**src/shared/rxa_map.svh**
```systemverilog
// Offsets, field positions, reset values and fixed figures of the receive aligner.
// Assumes a Wishbone slave with a 4-bit byte address and 32-bit data.
`ifndef RXA_MAP_SVH
`define RXA_MAP_SVH
`define RXA_ADR_CTRL     4'h0
`define RXA_ADR_PAT      4'h4
`define RXA_ADR_STAT     4'h8
`define RXA_CTRL_RST     32'h0001_F004
`define RXA_PAT_RST      32'h0000_0000
`define RXA_C_FREF       0
`define RXA_C_FDATA      1
`define RXA_C_USED       2
`define RXA_C_W10        3
`define RXA_C_PPM        4
`define RXA_C_MODE       6
`define RXA_C_PROTO      9
`define RXA_C_LONG       11
`define RXA_C_MATCH7     12
`define RXA_C_RUNLEN     13
`define RXA_S_VIOL       7
`define RXA_PPM_125      11'h07D
`define RXA_PPM_250      11'h0FA
`define RXA_PPM_500      11'h1F4
`define RXA_PPM_1000     11'h3E8
`define RXA_PHASE_MUI    10'h050
`define RXA_RL_STEP10    8'h05
`define RXA_RL_STEP8     8'h04
`define RXA_COMMA        10'h17C
`define RXA_MASK7        10'h07F
`define RXA_MASK10       10'h3FF
`define RXA_SYNC_COMMAS  2'h3
`endif

```
**src/shared/rxa_pkg.sv**
```systemverilog
// Types shared by the receive aligner.
// Assumes the constants of rxa_map.svh.
package rxa_pkg;
    typedef enum logic [2:0] {
        RXA_AL_SLIP  = 3'h0,
        RXA_AL_PAT16 = 3'h1,
        RXA_AL_PAT10 = 3'h2,
        RXA_AL_XAUI  = 3'h3,
        RXA_AL_GBE   = 3'h4
    } rxa_align_t;
    typedef enum logic [1:0] {
        RXA_PR_CUSTOM = 2'h0,
        RXA_PR_SONET  = 2'h1,
        RXA_PR_XAUI   = 2'h2,
        RXA_PR_GBE    = 2'h3
    } rxa_proto_t;
    typedef enum logic [2:0] {
        RXA_K_LOSS = 3'b001,
        RXA_K_ACQ  = 3'b010,
        RXA_K_SYNC = 3'b100
    } rxa_ksm_t;
    typedef struct packed {
        logic [9:0] data;
        logic       det;
        logic       valid;
    } rxa_word_t;
    typedef struct packed {
        logic [31:0] ctrl;
        logic [31:0] pat;
        logic [31:0] dat;
        logic        ack;
        logic        ltd;
        logic        lock_n;
        logic        viol;
        logic        viol_pulse;
        logic [39:0] hist;
        logic [3:0]  bcnt;
        logic        pend;
        logic [3:0]  offs;
        logic        aligned;
        logic        slip_d;
        rxa_ksm_t    ksm;
        logic [1:0]  kcnt;
        logic        last_bit;
        logic [7:0]  run;
        rxa_word_t   word;
    } rxa_st_t;
endpackage

```
**src/hw/rxa_word_align_top.sv**
```systemverilog
// Receive channel front end: lock-mode choice, lock flags, run length check,
// deserialiser and word aligner, with a Wishbone register slave.
// Assumes recovered bits arrive synchronous to mclk_in, one per ser_valid_in.
//
// Added by the designer: the Wishbone register port and the placing of the registers.
`timescale 1ns/1ns
`include "rxa_map.svh"
module rxa_word_align_top #(
    parameter int RUN_W = 8
) (
    // Clock and reset
    input  wire logic              mclk_in,
    input  wire logic              rst_n_in,
    // Wishbone slave
    input  wire logic              wb_cyc_in,
    input  wire logic              wb_stb_in,
    input  wire logic              wb_we_in,
    input  wire logic [3:0]        wb_adr_in,
    input  wire logic [3:0]        wb_sel_in,
    input  wire logic [31:0]       wb_dat_in,
    output logic [31:0]            wb_dat_out,
    output logic                   wb_ack_out,
    // Loop monitors
    input  wire logic [10:0]       ppm_err_in,
    input  wire logic [9:0]        phase_err_mui_in,
    input  wire logic              ref_pll_lock_in,
    // Recovered serial stream
    input  wire logic              ser_bit_in,
    input  wire logic              ser_valid_in,
    // Fabric controls
    input  wire logic              slip_in,
    input  wire logic              realign_in,
    input  wire logic              align_en_in,
    // Status and data
    output logic                   lock_to_data_out,
    output logic                   freq_locked_out,
    output logic                   rx_locked_n_out,
    output logic                   powerdown_out,
    output logic                   aligned_out,
    output logic                   sync_out,
    output logic                   run_viol_out,
    output rxa_pkg::rxa_word_t     word_out
);
    // Refused at elaboration: a narrower run counter could not reach the largest limit.
    if (RUN_W < 8) begin : g_bad_run_w
        $error("RUN_W must hold a count of 160");
    end

    rxa_pkg::rxa_st_t s_r;
    rxa_pkg::rxa_st_t s_nxt;

    // Configuration fields.
    logic              f_ref;
    logic              f_data;
    logic              used;
    logic              w10;
    logic [1:0]        ppm_sel;
    rxa_pkg::rxa_align_t mode;
    rxa_pkg::rxa_proto_t proto;
    logic              plong;
    logic              m7;
    logic [4:0]        rl_field;
    assign f_ref    = s_r.ctrl[`RXA_C_FREF];
    assign f_data   = s_r.ctrl[`RXA_C_FDATA];
    assign used     = s_r.ctrl[`RXA_C_USED];
    assign w10      = s_r.ctrl[`RXA_C_W10];
    assign ppm_sel  = s_r.ctrl[`RXA_C_PPM +: 2];
    assign mode     = rxa_pkg::rxa_align_t'(s_r.ctrl[`RXA_C_MODE +: 3]);
    assign proto    = rxa_pkg::rxa_proto_t'(s_r.ctrl[`RXA_C_PROTO +: 2]);
    assign plong    = s_r.ctrl[`RXA_C_LONG];
    assign m7       = s_r.ctrl[`RXA_C_MATCH7];
    assign rl_field = s_r.ctrl[`RXA_C_RUNLEN +: 5];

    logic [10:0] ppm_thr;
    always_comb begin
        case (ppm_sel)
            2'h0:    ppm_thr = `RXA_PPM_125;
            2'h1:    ppm_thr = `RXA_PPM_250;
            2'h2:    ppm_thr = `RXA_PPM_500;
            default: ppm_thr = `RXA_PPM_1000;
        endcase
    end
    logic freq_ok;
    logic phase_ok;
    logic auto_m;
    assign freq_ok  = ppm_err_in <= ppm_thr;
    assign phase_ok = phase_err_mui_in <= `RXA_PHASE_MUI;
    assign auto_m   = !f_data && !f_ref;

    // Illegal mode and protocol pairs leave the aligner frozen.
    logic cfg_ok;
    always_comb begin
        case (mode)
            rxa_pkg::RXA_AL_SLIP: cfg_ok = proto == rxa_pkg::RXA_PR_CUSTOM
                || proto == rxa_pkg::RXA_PR_SONET;
            rxa_pkg::RXA_AL_PAT16: cfg_ok = !w10
                && (proto == rxa_pkg::RXA_PR_SONET
                || (proto == rxa_pkg::RXA_PR_CUSTOM && !plong));
            rxa_pkg::RXA_AL_PAT10: cfg_ok = w10
                && proto == rxa_pkg::RXA_PR_CUSTOM;
            rxa_pkg::RXA_AL_XAUI: cfg_ok = w10 && proto == rxa_pkg::RXA_PR_XAUI;
            rxa_pkg::RXA_AL_GBE:  cfg_ok = w10 && proto == rxa_pkg::RXA_PR_GBE;
            default: cfg_ok = 1'b0;
        endcase
    end

    // Pattern selection and per-offset matching.
    logic [9:0]  p10;
    logic [9:0]  mask10;
    logic [15:0] pat_s;
    logic [31:0] pat_l;
    assign p10    = (mode == rxa_pkg::RXA_AL_XAUI || mode == rxa_pkg::RXA_AL_GBE)
                    ? `RXA_COMMA : s_r.pat[25:16];
    assign mask10 = (m7 && mode == rxa_pkg::RXA_AL_PAT10) ? `RXA_MASK7 : `RXA_MASK10;
    assign pat_s  = s_r.pat[15:0];
    assign pat_l  = {s_r.pat[15:8], s_r.pat[15:8], s_r.pat[7:0], s_r.pat[7:0]};

    logic [9:0] hit;
    genvar o;
    generate
        for (o = 0; o < 10; o++) begin : g_off
            logic [9:0] sl;
            logic       h16;
            assign sl = s_r.hist[30-o +: 10];
            if (o < 8) begin : g_b
                assign h16 = plong ? (s_r.hist[8-o +: 32] == pat_l)
                                   : (s_r.hist[24-o +: 16] == pat_s);
            end else begin : g_n
                assign h16 = 1'b0;
            end
            assign hit[o] = w10 ? ((((sl ^ p10) & mask10) == 10'h000)
                                || (((sl ^ ~p10) & mask10) == 10'h000))
                                : h16;
        end
    endgenerate

    logic       found;
    logic [3:0] fidx;
    logic [3:0] wmax;
    always_comb begin
        found = 1'b0;
        fidx  = 4'h0;
        for (int i = 9; i >= 0; i--) begin
            if (hit[i] && (w10 || i < 8)) begin
                found = 1'b1;
                fidx  = 4'(i);
            end
        end
    end
    assign wmax = w10 ? 4'h9 : 4'h7;

    logic [7:0] rl_lim;
    logic [7:0] rl_step;
    assign rl_step = {3'h0, rl_field} + 8'h01;
    assign rl_lim  = 8'(rl_step * (w10 ? `RXA_RL_STEP10 : `RXA_RL_STEP8));

    logic bus_go;
    logic ctrl_wr;
    assign bus_go  = wb_cyc_in && wb_stb_in && s_r.ack;
    assign ctrl_wr = bus_go && wb_we_in && wb_adr_in == `RXA_ADR_CTRL;

    always_comb begin
        logic [3:0] sel;
        logic [9:0] w;
        s_nxt = s_r;
        sel   = s_r.offs;
        w     = 10'h000;
        // Bus slave: one wait state, ack held for one cycle.
        s_nxt.ack = wb_cyc_in && wb_stb_in && !s_r.ack;
        if (bus_go && wb_we_in) begin
            for (int b = 0; b < 4; b++) begin
                if (wb_sel_in[b] && wb_adr_in == `RXA_ADR_CTRL) begin
                    s_nxt.ctrl[b*8 +: 8] = wb_dat_in[b*8 +: 8];
                end
                if (wb_sel_in[b] && wb_adr_in == `RXA_ADR_PAT) begin
                    s_nxt.pat[b*8 +: 8] = wb_dat_in[b*8 +: 8];
                end
            end
            if (wb_adr_in == `RXA_ADR_STAT && wb_sel_in[0]
                && wb_dat_in[`RXA_S_VIOL]) begin
                s_nxt.viol = 1'b0;
            end
        end
        s_nxt.dat = 32'h0000_0000;
        if (wb_cyc_in && wb_stb_in && !s_r.ack) begin
            case (wb_adr_in)
                `RXA_ADR_CTRL: s_nxt.dat = s_r.ctrl;
                `RXA_ADR_PAT:  s_nxt.dat = s_r.pat;
                `RXA_ADR_STAT: s_nxt.dat = {24'h0, s_r.viol, !cfg_ok,
                    s_r.ksm == rxa_pkg::RXA_K_SYNC, s_r.aligned, s_r.offs[3:0] == 4'h0,
                    !used, s_r.lock_n, s_r.ltd};
                default:       s_nxt.dat = 32'h0000_0000;
            endcase
        end
        // Lock-mode selection.
        if (!used) begin
            s_nxt.ltd = 1'b0;
        end else if (f_data) begin
            s_nxt.ltd = 1'b1;
        end else if (f_ref) begin
            s_nxt.ltd = 1'b0;
        end else if (!s_r.ltd) begin
            s_nxt.ltd = freq_ok && phase_ok;
        end else begin
            s_nxt.ltd = freq_ok;
        end
        s_nxt.lock_n = !(used && ref_pll_lock_in);
        // Run length check; the event wins over a clear in the same cycle.
        s_nxt.viol_pulse = 1'b0;
        if (ser_valid_in && used) begin
            s_nxt.last_bit = ser_bit_in;
            if (ser_bit_in == s_r.last_bit) begin
                s_nxt.run = (s_r.run == 8'hFF) ? s_r.run : s_r.run + 8'h01;
            end else begin
                s_nxt.run = 8'h01;
            end
            if (s_nxt.run > rl_lim) begin
                s_nxt.viol       = 1'b1;
                s_nxt.viol_pulse = 1'b1;
            end
            // First received bit ends at the low end of each word.
            s_nxt.hist = {ser_bit_in, s_r.hist[39:1]};
            s_nxt.bcnt = (s_r.bcnt >= wmax) ? 4'h0 : s_r.bcnt + 4'h1;
        end
        s_nxt.pend = ser_valid_in && used && s_r.bcnt >= wmax;
        // Alignment.
        s_nxt.slip_d = slip_in;
        if (realign_in) begin
            s_nxt.aligned = 1'b0;
        end
        if (cfg_ok && used) begin
            case (mode)
                rxa_pkg::RXA_AL_SLIP: begin
                    if (slip_in && !s_r.slip_d) begin
                        s_nxt.offs = (s_r.offs >= wmax) ? 4'h0 : s_r.offs + 4'h1;
                    end
                end
                rxa_pkg::RXA_AL_PAT16: begin
                    if (s_r.pend && !s_r.aligned && !realign_in && found) begin
                        sel            = fidx;
                        s_nxt.offs     = fidx;
                        s_nxt.aligned  = 1'b1;
                    end
                end
                rxa_pkg::RXA_AL_PAT10: begin
                    if (s_r.pend && align_en_in && found) begin
                        sel           = fidx;
                        s_nxt.offs    = fidx;
                        s_nxt.aligned = 1'b1;
                    end
                end
                default: begin
                    // Commas at the held boundary build sync; one elsewhere loses it.
                    if (s_r.pend && found) begin
                        case (s_r.ksm)
                            rxa_pkg::RXA_K_LOSS: begin
                                sel        = fidx;
                                s_nxt.offs = fidx;
                                s_nxt.ksm  = rxa_pkg::RXA_K_ACQ;
                                s_nxt.kcnt = 2'h1;
                            end
                            rxa_pkg::RXA_K_ACQ: begin
                                if (hit[s_r.offs]) begin
                                    s_nxt.kcnt = s_r.kcnt + 2'h1;
                                    if (s_nxt.kcnt == `RXA_SYNC_COMMAS) begin
                                        s_nxt.ksm = rxa_pkg::RXA_K_SYNC;
                                    end
                                end else begin
                                    sel        = fidx;
                                    s_nxt.offs = fidx;
                                    s_nxt.kcnt = 2'h1;
                                end
                            end
                            rxa_pkg::RXA_K_SYNC: begin
                                if (!hit[s_r.offs]) begin
                                    s_nxt.ksm = rxa_pkg::RXA_K_LOSS;
                                end
                            end
                            default: s_nxt.ksm = rxa_pkg::RXA_K_LOSS;
                        endcase
                    end
                    s_nxt.aligned = s_nxt.ksm == rxa_pkg::RXA_K_SYNC;
                end
            endcase
        end
        if (mode != rxa_pkg::RXA_AL_XAUI && mode != rxa_pkg::RXA_AL_GBE) begin
            s_nxt.ksm  = rxa_pkg::RXA_K_LOSS;
            s_nxt.kcnt = 2'h0;
        end
        // Emit the word with its detect flag in the same beat.
        for (int i = 0; i < 10; i++) begin
            if (4'(i) == sel) begin
                w = w10 ? s_r.hist[30-i +: 10] : {2'h0, s_r.hist[32-i +: 8]};
            end
        end
        s_nxt.word.valid = s_r.pend;
        s_nxt.word.data  = s_r.pend ? w : s_r.word.data;
        s_nxt.word.det   = s_r.pend && hit[sel];
    end

    always_ff @(posedge mclk_in) begin
        if (!rst_n_in) begin
            s_r        <= '0;
            s_r.ctrl   <= `RXA_CTRL_RST;
            s_r.pat    <= `RXA_PAT_RST;
            s_r.lock_n <= 1'b1;
            s_r.ksm    <= rxa_pkg::RXA_K_LOSS;
        end else begin
            s_r <= s_nxt;
        end
    end

    assign wb_dat_out       = s_r.dat;
    assign wb_ack_out       = s_r.ack;
    assign lock_to_data_out = s_r.ltd;
    assign freq_locked_out  = s_r.ltd;
    assign rx_locked_n_out  = s_r.lock_n;
    assign powerdown_out    = !used;
    assign aligned_out      = s_r.aligned;
    assign sync_out         = s_r.ksm == rxa_pkg::RXA_K_SYNC;
    assign run_viol_out     = s_r.viol_pulse;
    assign word_out         = s_r.word;
endmodule // rxa_word_align_top

```
**config.mk**
```make
export PLATFORM = sky130hd
export DESIGN_NAME = rxa_word_align_top
export DESIGN_NICKNAME = d
export VERILOG_FILES = /design/src/shared/rxa_pkg.sv /design/src/hw/rxa_word_align_top.sv
export VERILOG_INCLUDE_DIRS = /design/src /design/src/shared
export SDC_FILE = /design/constraint.sdc
export NUM_CORES = 1
export LEC_CHECK = 0
export BUFFER_PORTS_ARGS = -buffer_cell sky130_fd_sc_hd__clkbuf_2
export CAP_MARGIN = 20
export CORE_AREA = 3 3 187 189
export CTS_BUF_LIST = sky130_fd_sc_hd__clkbuf_8
export DETAILED_ROUTE_END_ITERATION = 12
export DIE_AREA = 0 0 190 192
export HOLD_SLACK_MARGIN = 0.02
export PLACE_DENSITY_LB_ADDON = 0.08
export SLEW_MARGIN = 40
export SYNTH_ARGS = -nofsm -noshare
export SYNTH_HDL_FRONTEND = slang
export SYNTH_SLANG_ARGS = --single-unit
```
**constraint.sdc**
```tcl
create_clock -name mclk_in -period 6.8 [get_ports mclk_in]
set_input_delay 1.36 -clock mclk_in [delete_from_list [all_inputs] [get_ports mclk_in]]
set_output_delay 1.36 -clock mclk_in [all_outputs]
set_load 0.05 [all_outputs]
```
==> summary.txt <==
Run status
  • Status: completed

Worst setup path
  • Worst EP arrival: 6.45 ns
  • Required time of the critical path: 7.20 ns
  • Slowest CP cell: dfxtp_1
  • Critical path cell sequence: and3b_2 > buf_4 > o31ai_1 > o211ai_1 > nor4_1 > a2bb2oi_1 > and2_1 > a32o_1 > a31oi_1 > o31ai_4 > a21o_4 > nor2_4 > buf_4 > a21oi_1 > a311oi_1 > a211oi_1 > o32ai_1
  • Delay-heaviest family, CP: compound AO/OA/AOI/OAI gates
  • Worst r2r src: mode[2]$_SDFFE_PN0P_
  • CP Max Fanout: 47
  • WP depth: 17
  • Critical Path End Type: flop
  • Crit. Startpoint: mode[2]$_SDFFE_PN0P_
  • Critical Path Start Type: flop
  • Worst setup path class: flop to flop
  • Reg2Reg Setup Slack: 0.75 ns
  • R2r endpoint: word_out[4]$_SDFFE_PN0P_
  • Most Frequent Cell on Critical Path: buf_4
  • Worst path max stage delay: 0.69 ns
  • Worst Setup EP: word_out[4]$_SDFFE_PN0P_
  • Reg2Reg Depth: 17
  • Crit path buf inv count: 2

Logic synthesis
  • Post-Synth Simple-Gate Area: 0.254
  • Async set-reset flop share out of synthesis: 0
  • Synth Flop Type: dfxtp_1
  • Adder-cell share of the synthesized area: 0.0294
  • Cells after synthesis: 2183
  • EDFF count, synth: 0
  • Main combinational cell family by area after synthesis: simple AND/OR/NAND/NOR gates
  • Syn nets: 2292
  • Compound-Gate Fraction of Synth Area: 0.225
  • Post-synthesis cell area: 16000 um^2
  • Synth Area in XOR/XNOR: 0.159
  • Multiplexer area fraction after synthesis: 0.0216
  • Syn avg cell area: 7.33 um^2
  • Yosys reg bits: between 150 and 200
  • Ys Warns: 0
  • Seq/Total Area, Yosys: 0.220
  • Library cells used by synthesis: 97

Timing
  • Post-layout min period: 6.05 ns
  • Final Skew: 0.0145 ns
  • Worst rel slew slack: 0.421
  • Final Setup Violations: 0
  • Hold Fails Final Rpt: 0
  • Pins Over Slew Limit: 0
  • Fmax: around 0.17 GHz
  • RSZ-0062 raised after global routing: false
  • Tcrit/Tclk final: 0.889
  • Setup TNS: 0 ns
  • Final worst setup slack: 0.752 ns
  • Tightest Pin Transition: 0.865 ns

Floorplan
  • Initial Utilization: 0.478
  • Area of the core: about 33000 um^2
  • Die Span X: between 150 and 200 um
  • I/O pin cnt: 124
  • Row count: 67
  • Die area: 36500 um^2
  • Die height: 192 um

Clocking
  • Cts hold-fix bufs: 0
  • Post-cts repair resize count: 0
  • Later-pin clock latency in the skew report: 0.50 ns
  • Worst-path clk slew: ~0.1 ns
  • CTS sink count: between 150 and 200
  • Post-CTS setup buffers: 0
  • Worst-case clock buffer depth: 2
  • Root buffer cell: clkbuf_8
  • H-tree depth: 4
  • TritonCTS clock tree: yes
  • Total CTS buffers: 17

Global routing
  • Gr usage total: 0.313
  • Antenna violations before repair: 0
  • Gr ovfl total: 0
  • Largest net degree at the start of global routing: 66
  • Global-route wire length before repair: 90.3 mm
  • Vias in the first global route: 15400

Finish
  • Fill count: 3329
  • Area grow syn2layout: 5.33%
  • Nets: 2233
  • Diode count: 0
  • Share of layout cells above drive strength 1: 0.126
  • Layout Utilization: 0.504

Power and ir drop
  • Power density cells: 121 nW/um^2
  • Pleak: between 6 and 7 nW
  • Worst IR Drop VDD: slightly above 0.2 mV

Route
  • Vias: between 15000 and 20000
  • DRT Pass-1 Iters: 6
  • Routed vias/inst: ~6.4
  • WL per Instance: 22.3 um
  • Detailed Route WL: 57.7 mm
  • Antenna Nets Post-Route: 0
  • Post-route DRC: 0
  • Iteration-0 DRC Markers: 1670

Place
  • GP Congestion: around 0.97
  • Post-DP HPWL: 40.7 mm
  • PortBufs: 123
  • DP Worst Slack: 0.891 ns

Min path
  • HP Start: s_r[173]$_SDFFE_PN0P_
  • Hold Path Class: flop to flop

Run
  • Max Cap Viol: 0
cell families after synthesis:
group	after synthesis
AND/OR/NAND/NOR	811
AO/OA/AOI/OAI	530
buffers and inverters	305
XOR/XNOR	291
flip-flops	176
adder cells (fa/ha/maj)	37
multiplexers	33
worst reg2reg max path, delay by kind of cell (launching register included):
kind | cells | cell delay, ns
AOI/OAI and AO/OA | 11 | 2.72
buffers and inverters | 2 | 0.61
DFF | 1 | 0.69
and+or+nand+nor | 4 | 1.93
sequential cells by signal, indices dropped and copies added (netlist names), 2 cells and up:
name / count
g_off.sl: 19
mode: 3
pat_l: 16
word_out: 12
proto: 2
wb_dat_out: 32
ppm_sel: 2
rl_field: 5
s_r: 75
how the worst min path moves through the flow:
| stage | endpoint | cells past startpoint |
|---|---|---|
| 2_1_floorplan | rx_locked_n_out$_SDFF_PN1_ | 1 |
| 3_3_place_gp | s_r[164]$_SDFFE_PN0P_ | 2 |
| 3_5_place_dp | g_off[5].sl[0]$_SDFFE_PN0P_ | 2 |
| 4_1_cts | g_off[5].sl[0]$_SDFFE_PN0P_ | 2 |
| 5_1_grt | s_r[167]$_SDFFE_PN0P_ | 2 |
| 6_report | s_r[173]$_SDFFE_PN0P_ | 2 |
final cells by class:
type                       instances  area, um^2  area share
multi-input combinational       1702       11100       0.659
sequential                       176        3530       0.210
timing repair buffer             183        1070      0.0633
tap                              448         561      0.0333
clock buffer                      19         262      0.0155
inverter                          44         166     0.00988
clock inverter                    12         153     0.00906
routing by layer:
layer,share of wire,global-route usage
met1,0.44,0.432
met2,0.44,0.484
met3,0.085,0.0646
met4,0.033,0.110
met5,0,0
cells in the mapped netlist (38+ instances only):
cell type / number / area, um^2
a21oi_1: 159 / 796
buf_4: 50 / 375
inv_1: 40 / 150
o31ai_1: 41 / 308
or4_1: 38 / 285
buf_1: 48 / 180
clkbuf_1: 131 / 492
xnor2_1: 219 / 1920
nand4_1: 61 / 382
dfxtp_1: 176 / 3520
nor2_1: 113 / 424
xor2_1: 72 / 631
nand3_1: 124 / 621
nor4_1: 46 / 288
nor3_1: 80 / 400
o21ai_0: 55 / 275
nand2_1: 241 / 905
report_power, final:
part	switching, mW	internal [mW]
Combinational	0.143	0.0702
Sequential	0.0125	1.03
Clock	0.432	0.354
Total	0.588	1.46
placed cells by master, fill, tap and decap left out, types with 6 or more instances in the layout:
cell type	instances
nand4_1	61
nor2b_1	10
o31a_1	8
o21ai_1	8
nand2_1	241
nor3_1	78
dfxtp_1	168
mux2i_1	30
nand3_1	124
clkbuf_8	19
xor2_1	72
o211ai_1	25
a22oi_1	35
a21oi_1	158
o221ai_1	6
a222oi_1	10
o21a_1	6
nor2_1	111
dfxtp_2	8
clkbuf_2	123
ha_1	36
o22ai_1	20
o2111ai_1	8
buf_4	60
xnor2_1	219
a211oi_1	23
inv_1	41
nor4_1	44
o31ai_1	41
and2_1	13
a21o_1	14
or4_1	38
o21ai_0	53
a31oi_1	31
and3_1	37
a32oi_1	7
or3_1	10
through the flow:
step           instance area, um^2  total power, mW  cells  hold WS, ns
6_report                     16800             2.05   2584        0.459
5_1_grt                      16800             2.12   2584        0.475
4_1_cts                      16800             2.07   2583        0.462
3_5_place_dp                 16400             1.28   2552        0.447
3_3_place_gp                 16400             1.28   2552        0.441
2_1_floorplan                16000             1.20   2183        0.426
Power figures use the tool's default switching activity.
